<file path="config.mk">
export PLATFORM = sky130hd
export DESIGN_NAME = qdsc_dev_flat
export DESIGN_NICKNAME = d
export VERILOG_FILES = /design/src/hdl/qdsc_pkg.sv /design/src/hdl/qdsc_link_if.sv /design/src/hdl/qdsc_dev.sv /design/src/flat_wrapper.sv
export SDC_FILE = /design/constraint.sdc
export NUM_CORES = 1
export LEC_CHECK = 0
export BUFFER_PORTS_ARGS = -buffer_cell sky130_fd_sc_hd__buf_4
export CAP_MARGIN = 20
export CORE_ASPECT_RATIO = 2
export CORE_MARGIN = 2
export CORE_UTILIZATION = 45
export CTS_CLUSTER_DIAMETER = 150
export DETAILED_ROUTE_END_ITERATION = 16
export PLACE_DENSITY = 0.76
export SLEW_MARGIN = 20
export SYNTH_ARGS = -nofsm -noshare
export SYNTH_HDL_FRONTEND = slang
export SYNTH_SLANG_ARGS = --single-unit
</file>
<file path="constraint.sdc">
create_clock -name i_clk -period 6.5 [get_ports i_clk]
set_input_delay 0.975 -clock i_clk [delete_from_list [all_inputs] [get_ports i_clk]]
set_output_delay 0.975 -clock i_clk [all_outputs]
set_load 0.005 [all_outputs]
</file>
<file path="src/hdl/qdsc_pkg.sv">
// Purpose: shared constants for the quad converter serial control ends
// Assumes: 24-bit frames, four channels of 14-bit codes
// Notes: frame bit positions count from the last bit shifted in
package qdsc_pkg;
  // ----------------------------------------------------------------
  // frame layout
  // ----------------------------------------------------------------
  localparam int QDSC_FRAME_W = 24;
  localparam int QDSC_CODE_W = 14;
  localparam int QDSC_NCH = 4;
  localparam int QDSC_ADDR_HI = 23;
  localparam int QDSC_ADDR_LO = 22;
  localparam int QDSC_CMD_HI = 21;
  localparam int QDSC_CMD_LO = 20;
  localparam int QDSC_ZERO_BIT = 19;
  localparam int QDSC_SEL_HI = 18;
  localparam int QDSC_SEL_LO = 17;
  localparam int QDSC_PD_BIT = 16;
  localparam int QDSC_CODE_HI = 15;
  localparam int QDSC_CODE_LO = 2;
  localparam logic [4:0] QDSC_LAST_FALL = 5'h18;
  // load commands
  localparam logic [1:0] QDSC_LD_STORE = 2'h0;
  localparam logic [1:0] QDSC_LD_UPDATE = 2'h1;
  localparam logic [1:0] QDSC_LD_SIMUL = 2'h2;
  localparam logic [1:0] QDSC_LD_BCAST = 2'h3;
  // channel operating modes {flag, mode_hi, mode_lo}
  localparam logic [2:0] QDSC_MODE_NORMAL = 3'h0;
  localparam logic [2:0] QDSC_MODE_1K = 3'h5;
  localparam logic [2:0] QDSC_MODE_100K = 3'h6;
  localparam logic [2:0] QDSC_MODE_HIZ = 3'h7;
  // ----------------------------------------------------------------
  // host timing and registers
  // ----------------------------------------------------------------
  localparam logic [4:0] QDSC_SCLK_HALF = 5'h10;
  localparam logic [3:0] QDSC_REG_FRAME = 4'h0;
  localparam logic [3:0] QDSC_REG_STATUS = 4'h4;
  localparam logic [3:0] QDSC_REG_PINS = 4'h8;
  localparam int QDSC_PIN_MUTE = 0;
  localparam int QDSC_PIN_STROBE = 1;
endpackage

</file>
<file path="src/hdl/qdsc_link_if.sv">
// Purpose: serial link between host master and converter control
// Assumes: all signals are plain one-way levels
// Notes: the host drives every line at all times
`timescale 1ns/1ps
interface qdsc_link_if;
  logic sclk;
  logic frame_sync_n;
  logic ser_data;
  logic port_mute;
  logic async_load_strobe;
  modport host (
    output sclk,
    output frame_sync_n,
    output ser_data,
    output port_mute,
    output async_load_strobe
  );
  modport dev (
    input sclk,
    input frame_sync_n,
    input ser_data,
    input port_mute,
    input async_load_strobe
  );
endinterface

</file>
<file path="src/hdl/qdsc_dev.sv">
// Purpose: converter-side serial command decoder with double buffers
// Assumes: link slow against i_clk, all pins pass two flops first
// Notes: one packed state struct, one comb copy, one register
// Behaviour
// - 24-bit frame: address, command, channel, flag, code
// - command 00 stores, 01 stores and loads
// - broadcast command acts regardless of address
// - command 10 stores then loads all
// - command 10 with flag stores power-down mode
// - broadcast, bit 18 set: all take frame
// - update happens on 24th falling clock edge
// - early sync rise clears shift register
// - aborted frame changes no state
// - converter registers clear to zero at reset
// - internal reference enabled after reset
// - host ties strobe low when unused
// - strobe rising edge loads all from buffers
// - host fills buffers with store frames first
// - unchanged buffer keeps output unchanged on strobe
// - mute high ignores serial port
// - mode from flag and two mode bits
// - flag zero normal; 101,110,111 power-down modes
// - power-down codes travel like data
// - power-down leaves converter register untouched
`timescale 1ns/1ps
module qdsc_dev
  import qdsc_pkg::*;
(
  input wire logic i_clk,
  input wire logic i_nrst,
  qdsc_link_if.dev link,
  input wire logic i_dev_addr_hi,
  input wire logic i_dev_addr_lo,
  output logic [QDSC_NCH*QDSC_CODE_W-1:0] o_dac_code,
  output logic [QDSC_NCH*3-1:0] o_chan_mode,
  output logic o_ref_enabled,
  output logic o_frame_done
);
  // ----------------------------------------------------------------
  // state
  // ----------------------------------------------------------------
  typedef struct packed {
    logic [1:0] sclk_s;
    logic [1:0] sync_s;
    logic [1:0] data_s;
    logic [1:0] mute_s;
    logic [1:0] strobe_s;
    logic [1:0] addr_hi_s;
    logic [1:0] addr_lo_s;
    logic sclk_prev;
    logic strobe_prev;
    logic [QDSC_FRAME_W-2:0] input_shift_word;
    logic [4:0] fall_cnt;
    logic [QDSC_NCH-1:0] buf_pd;
    logic [QDSC_NCH-1:0][QDSC_CODE_W-1:0] buf_code;
    logic [QDSC_NCH-1:0][QDSC_CODE_W-1:0] dac_code;
    logic [QDSC_NCH-1:0][2:0] dac_mode;
    logic ref_en;
    logic done;
  } qdsc_dev_t;

  qdsc_dev_t st_reg;
  qdsc_dev_t st_next;

  // ----------------------------------------------------------------
  // next state
  // ----------------------------------------------------------------
  // sampled links are read only from the second flop of each chain
  always_comb begin
    logic [QDSC_FRAME_W-1:0] w;
    logic [1:0] cmd;
    logic [1:0] sel;
    logic hit;
    logic fall;
    logic [QDSC_NCH-1:0] load;
    fall = st_reg.sclk_prev & ~st_reg.sclk_s[1];
    st_next = st_reg;
    w = '0;
    cmd = '0;
    sel = '0;
    hit = 1'b0;
    load = '0;
    st_next.sclk_s = {st_reg.sclk_s[0], link.sclk};
    st_next.sync_s = {st_reg.sync_s[0], link.frame_sync_n};
    st_next.data_s = {st_reg.data_s[0], link.ser_data};
    st_next.mute_s = {st_reg.mute_s[0], link.port_mute};
    st_next.strobe_s = {st_reg.strobe_s[0], link.async_load_strobe};
    st_next.addr_hi_s = {st_reg.addr_hi_s[0], i_dev_addr_hi};
    st_next.addr_lo_s = {st_reg.addr_lo_s[0], i_dev_addr_lo};
    st_next.sclk_prev = st_reg.sclk_s[1];
    st_next.strobe_prev = st_reg.strobe_s[1];
    st_next.done = 1'b0;

    // serial port: mute or idle sync drop the partial frame
    if (st_reg.mute_s[1] | st_reg.sync_s[1]) begin
      st_next.input_shift_word = '0;
      st_next.fall_cnt = '0;
    end else if (fall && st_reg.fall_cnt != QDSC_LAST_FALL) begin
      // msb first; extra edges past the 24th are ignored
      st_next.input_shift_word = {st_reg.input_shift_word[QDSC_FRAME_W-3:0],
        st_reg.data_s[1]};
      st_next.fall_cnt = st_reg.fall_cnt + 5'h01;
      if (st_reg.fall_cnt == QDSC_LAST_FALL - 5'h01) begin
        w = {st_reg.input_shift_word, st_reg.data_s[1]};
        cmd = w[QDSC_CMD_HI:QDSC_CMD_LO];
        sel = w[QDSC_SEL_HI:QDSC_SEL_LO];
        // a frame with the reserved bit set is not acted on
        hit = ~w[QDSC_ZERO_BIT] & ((cmd == QDSC_LD_BCAST) |
          (w[QDSC_ADDR_HI:QDSC_ADDR_LO] == {st_reg.addr_hi_s[1], st_reg.addr_lo_s[1]}));
      end
    end

    // decode of a complete, addressed frame
    if (hit) begin
      st_next.done = 1'b1;
      case (cmd)
        QDSC_LD_STORE, QDSC_LD_UPDATE, QDSC_LD_SIMUL: begin
          st_next.buf_pd[sel] = w[QDSC_PD_BIT];
          st_next.buf_code[sel] = w[QDSC_CODE_HI:QDSC_CODE_LO];
          if (cmd == QDSC_LD_UPDATE) begin
            load[sel] = 1'b1;
          end else if (cmd == QDSC_LD_SIMUL) begin
            load = '1;
          end
        end
        QDSC_LD_BCAST: begin
          if (w[QDSC_SEL_HI]) begin
            st_next.buf_pd = {QDSC_NCH{w[QDSC_PD_BIT]}};
            st_next.buf_code = {QDSC_NCH{w[QDSC_CODE_HI:QDSC_CODE_LO]}};
          end
          load = '1;
        end
        default: begin
          load = '0;
        end
      endcase
    end

    // strobe rising edge: all channels from their buffers
    if (st_reg.strobe_s[1] & ~st_reg.strobe_prev) begin
      load = '1;
    end

    // transfer buffers; a power-down entry only changes the mode
    for (int i = 0; i < QDSC_NCH; i++) begin
      if (load[i]) begin
        if (st_next.buf_pd[i]) begin
          st_next.dac_mode[i] = {1'b1, st_next.buf_code[i][QDSC_CODE_W-1 -: 2]};
        end else begin
          st_next.dac_mode[i] = QDSC_MODE_NORMAL;
          st_next.dac_code[i] = st_next.buf_code[i];
        end
      end
    end
  end

  // ----------------------------------------------------------------
  // register
  // ----------------------------------------------------------------
  // idle levels on the link chains avoid a false edge at release
  always_ff @(posedge i_clk or negedge i_nrst) begin
    if (!i_nrst) begin
      st_reg <= '0;
      st_reg.sclk_s <= 2'h3;
      st_reg.sclk_prev <= 1'b1;
      st_reg.sync_s <= 2'h3;
      st_reg.ref_en <= 1'b1;
    end else begin
      st_reg <= st_next;
    end
  end

  // outputs straight from the state register
  assign o_dac_code = st_reg.dac_code;
  assign o_chan_mode = st_reg.dac_mode;
  assign o_ref_enabled = st_reg.ref_en;
  assign o_frame_done = st_reg.done;
endmodule // qdsc_dev

</file>
<file path="src/flat_wrapper.sv">
// flat-port wrapper written by rule: the top's interface ports become plain ports
module qdsc_dev_flat import qdsc_pkg::*;
  (i_clk, i_nrst, i_dev_addr_hi, i_dev_addr_lo, o_dac_code, o_chan_mode, o_ref_enabled, o_frame_done, link_sclk, link_frame_sync_n, link_ser_data, link_port_mute, link_async_load_strobe);
  qdsc_link_if link_i ();
  input wire logic i_clk;
  input wire logic i_nrst;
  input wire logic i_dev_addr_hi;
  input wire logic i_dev_addr_lo;
  output logic [QDSC_NCH*QDSC_CODE_W-1:0] o_dac_code;
  output logic [QDSC_NCH*3-1:0] o_chan_mode;
  output logic o_ref_enabled;
  output logic o_frame_done;
  input wire logic [$bits(link_i.sclk)-1:0] link_sclk;
  input wire logic [$bits(link_i.frame_sync_n)-1:0] link_frame_sync_n;
  input wire logic [$bits(link_i.ser_data)-1:0] link_ser_data;
  input wire logic [$bits(link_i.port_mute)-1:0] link_port_mute;
  input wire logic [$bits(link_i.async_load_strobe)-1:0] link_async_load_strobe;
  assign link_i.sclk = link_sclk;
  assign link_i.frame_sync_n = link_frame_sync_n;
  assign link_i.ser_data = link_ser_data;
  assign link_i.port_mute = link_port_mute;
  assign link_i.async_load_strobe = link_async_load_strobe;
  qdsc_dev u_core (.i_clk(i_clk), .i_nrst(i_nrst), .link(link_i), .i_dev_addr_hi(i_dev_addr_hi), .i_dev_addr_lo(i_dev_addr_lo), .o_dac_code(o_dac_code), .o_chan_mode(o_chan_mode), .o_ref_enabled(o_ref_enabled), .o_frame_done(o_frame_done));
endmodule
</file>
==> metrics.txt <==
DP HPWL 12.23 mm; initial antenna violation count 0; area leader, netlist dfrtp_1; CP arrival 3250 ps; multi-input logic area 0.002615 mm^2; TritonCTS buffer count 17; Synth Flop Type dfrtp_1; Final Net Count 622; clk sinks 173; max reg flops 95; Die Height 188.6 um; Post-CTS Setup Repair Bufs 0; crit end category flip-flop; Hold WS 352.5 ps; post-route setup slack 3566 ps; Cell variety after synth 65; worst rel slew slack 0.3256; commonest non-fill, non-tap cell in the layout dfrtp_1; mean area per synthesized cell 12.71 um^2; sequential-to-total area share from yosys stat 0.5656; post-cts hold buffer count 0; first-pass GRT wire length 26.52 mm; max-slew violations 0; # setup viols final 0; CP Class reg2reg; Fmax 340.8 MHz; largest net degree at the start of global routing 111; share of cells above drive strength 1 0.3926; Yosys reg bits 173; Clk pin slew, worst setup/hold paths 70 ps; sw frac 0.2307; initial drt markers 172; syn_nets 614; final wirelength 16.78 mm; maximum VDD drop 188.2 uV; Internal Power 1687 uW; Pwr Total 2193 uW; hold crit path type reg2reg; Antenna Cells 0; Area Overhead vs Synth 10.79%; LEAKAGE 0.004251 uW; Max Fanout on Critical Path 15; Worst-Margin Slew 1012 ps; Final Hold Viols 0; clock root buffer clkbuf_16; RSZ-0062 raised after global routing no; number of top-level pins 79; DRC violations left 0; sequential share of power 0.497; Core Region 0.01668 mm^2; Fin Setup TNS 0 ps; Comb power frac 0.033; initial core utilization 0.4595; vias 4431; Layout fillers 1423; Clk pwr share 0.470; Async SR Flop Fraction 1.000; total grt overflow 0; placed cells 799; YS warnings 0; non-filler instance count after layout 831; H-tree Lvls 4; Clock Skew 9.590 ps; clk_lat worst skew 430 ps; GP Congestion 0.9635; CP required 6810 ps; Post-synth EDFFs 0; Tcrit/Tclk final 0.4514; # port buffers 77; main area contributors after synthesis dfrtp_1 (55%), mux2_2 (13%), buf_4 (7.1%); post-synth top area share 0.5485; commonest cells after routing, fill and taps aside dfrtp_1 (168), mux2_2 (90), buf_4 (82); Core Rows 67; DIE AREA 0.01816 mm^2; vias in the first global route 4851; CTS max path bufs 2; reg-to-reg setup timing slack 3570 ps; Cell Pwr Density 258.3 mW/mm^2; max_cap viols 0; GRT Util Overall 0.2011; pre-CTS setup slack 3590 ps; Cells after Synth 603; CTS tree yes; post-CTS sizing 0; min Tclk post-route 2934 ps; drt wl/cell 20.19 um; DR pass1 iterations 4; cell area after synthesis 0.007665 mm^2; register area 0.004335 mm^2; CP Launch Type flip-flop; DIE WIDTH 96.29 um; switching power total 506.0 uW; Routed Antenna Nets 0; vias per cell 5.332; status completed
-- cell type report --
class,instances,share of cell area
sequential,173,0.5105
multi-input combinational,321,0.3079
timing repair buffer,83,0.07382
clock buffer,18,0.05054
tap,207,0.03050
clock inverter,14,0.02004
inverter,15,0.006630
-- per-stage QoR --
| stage | util | area (um^2) |
|---|---|---|
| 2_1_floorplan | - | 7665 |
| 3_3_place_gp | 0.4731 | 7893 |
| 3_5_place_dp | 0.4731 | 7893 |
| 4_1_cts | 0.5090 | 8492 |
| 5_1_grt | 0.5090 | 8492 |
| 6_report | 0.5090 | 8492 |
-- synth_stat cells (5+ instances only) --
| master | n |
|---|---|
| dfstp_2 | 5 |
| mux2_4 | 18 |
| mux2_2 | 90 |
| nor2_1 | 10 |
| mux2i_1 | 5 |
| and3_1 | 16 |
| nand2_1 | 67 |
| buf_2 | 6 |
| buf_4 | 72 |
| a21oi_1 | 30 |
| o31ai_1 | 5 |
| xor2_1 | 5 |
| clkbuf_1 | 9 |
| dfrtp_1 | 168 |
| inv_1 | 15 |
-- layer usage --
metal	wire, um	global-route usage	vias up
li1	-	-	2020
met2	9570	0.3582	117
met1	5632	0.2071	2249
met3	572	0.03639	45
met4	1005	0.1291	0
met5	0	0	-
-- kinds of logic (layout without fill, tap and decap cells) --
family	count (synthesis)	in the layout	synth area share
other cells	1	1	0.0004892
buf+inv	109	130	0.09353
flops	173	173	0.5656
xor+xnor	6	6	0.006856
fa+ha+maj	2	2	0.003264
simple gates	129	129	0.08864
compound gates	70	70	0.06759
mux	113	113	0.1740
-- worst max-delay path, cell delays in order (launching register included) --
cell	delay, ps
dfrtp_1	610
nand2_1	240
o21ai_0	140
buf_4	220
o2111ai_1	270
a221oi_4	910
mux2_2	420
-- final timing paths --
| check | end | start | cells after the start |
|---|---|---|---|
| max | u_core.o_dac_code[16] | u_core.st_reg[155] | 6 |
| min | u_core.st_reg[163] | u_core.st_next[163] | 0 |
| max reg2reg | u_core.o_dac_code[16] | u_core.st_reg[155] | 6 |
| min reg2reg | u_core.st_reg[163] | u_core.st_next[163] | 0 |
| max in group asynchronous | u_core.st_reg[101] | i_nrst | 2 |
| min in group asynchronous | u_core.st_next[169] | i_nrst | 1 |
-- power groups by stage --
stage | sequential (uW) | combinational, uW | clock (uW)
CTS | 1090 | 74.6 | 1050
global route | 1090 | 81.8 | 1100
floorplan | 1110 | 40.0 | 0
detailed placement | 1110 | 74.5 | 0
global placement | 1110 | 72.8 | 0
finish | 1090 | 72.3 | 1030
Note: power is estimated with default switching activity, not from simulation.
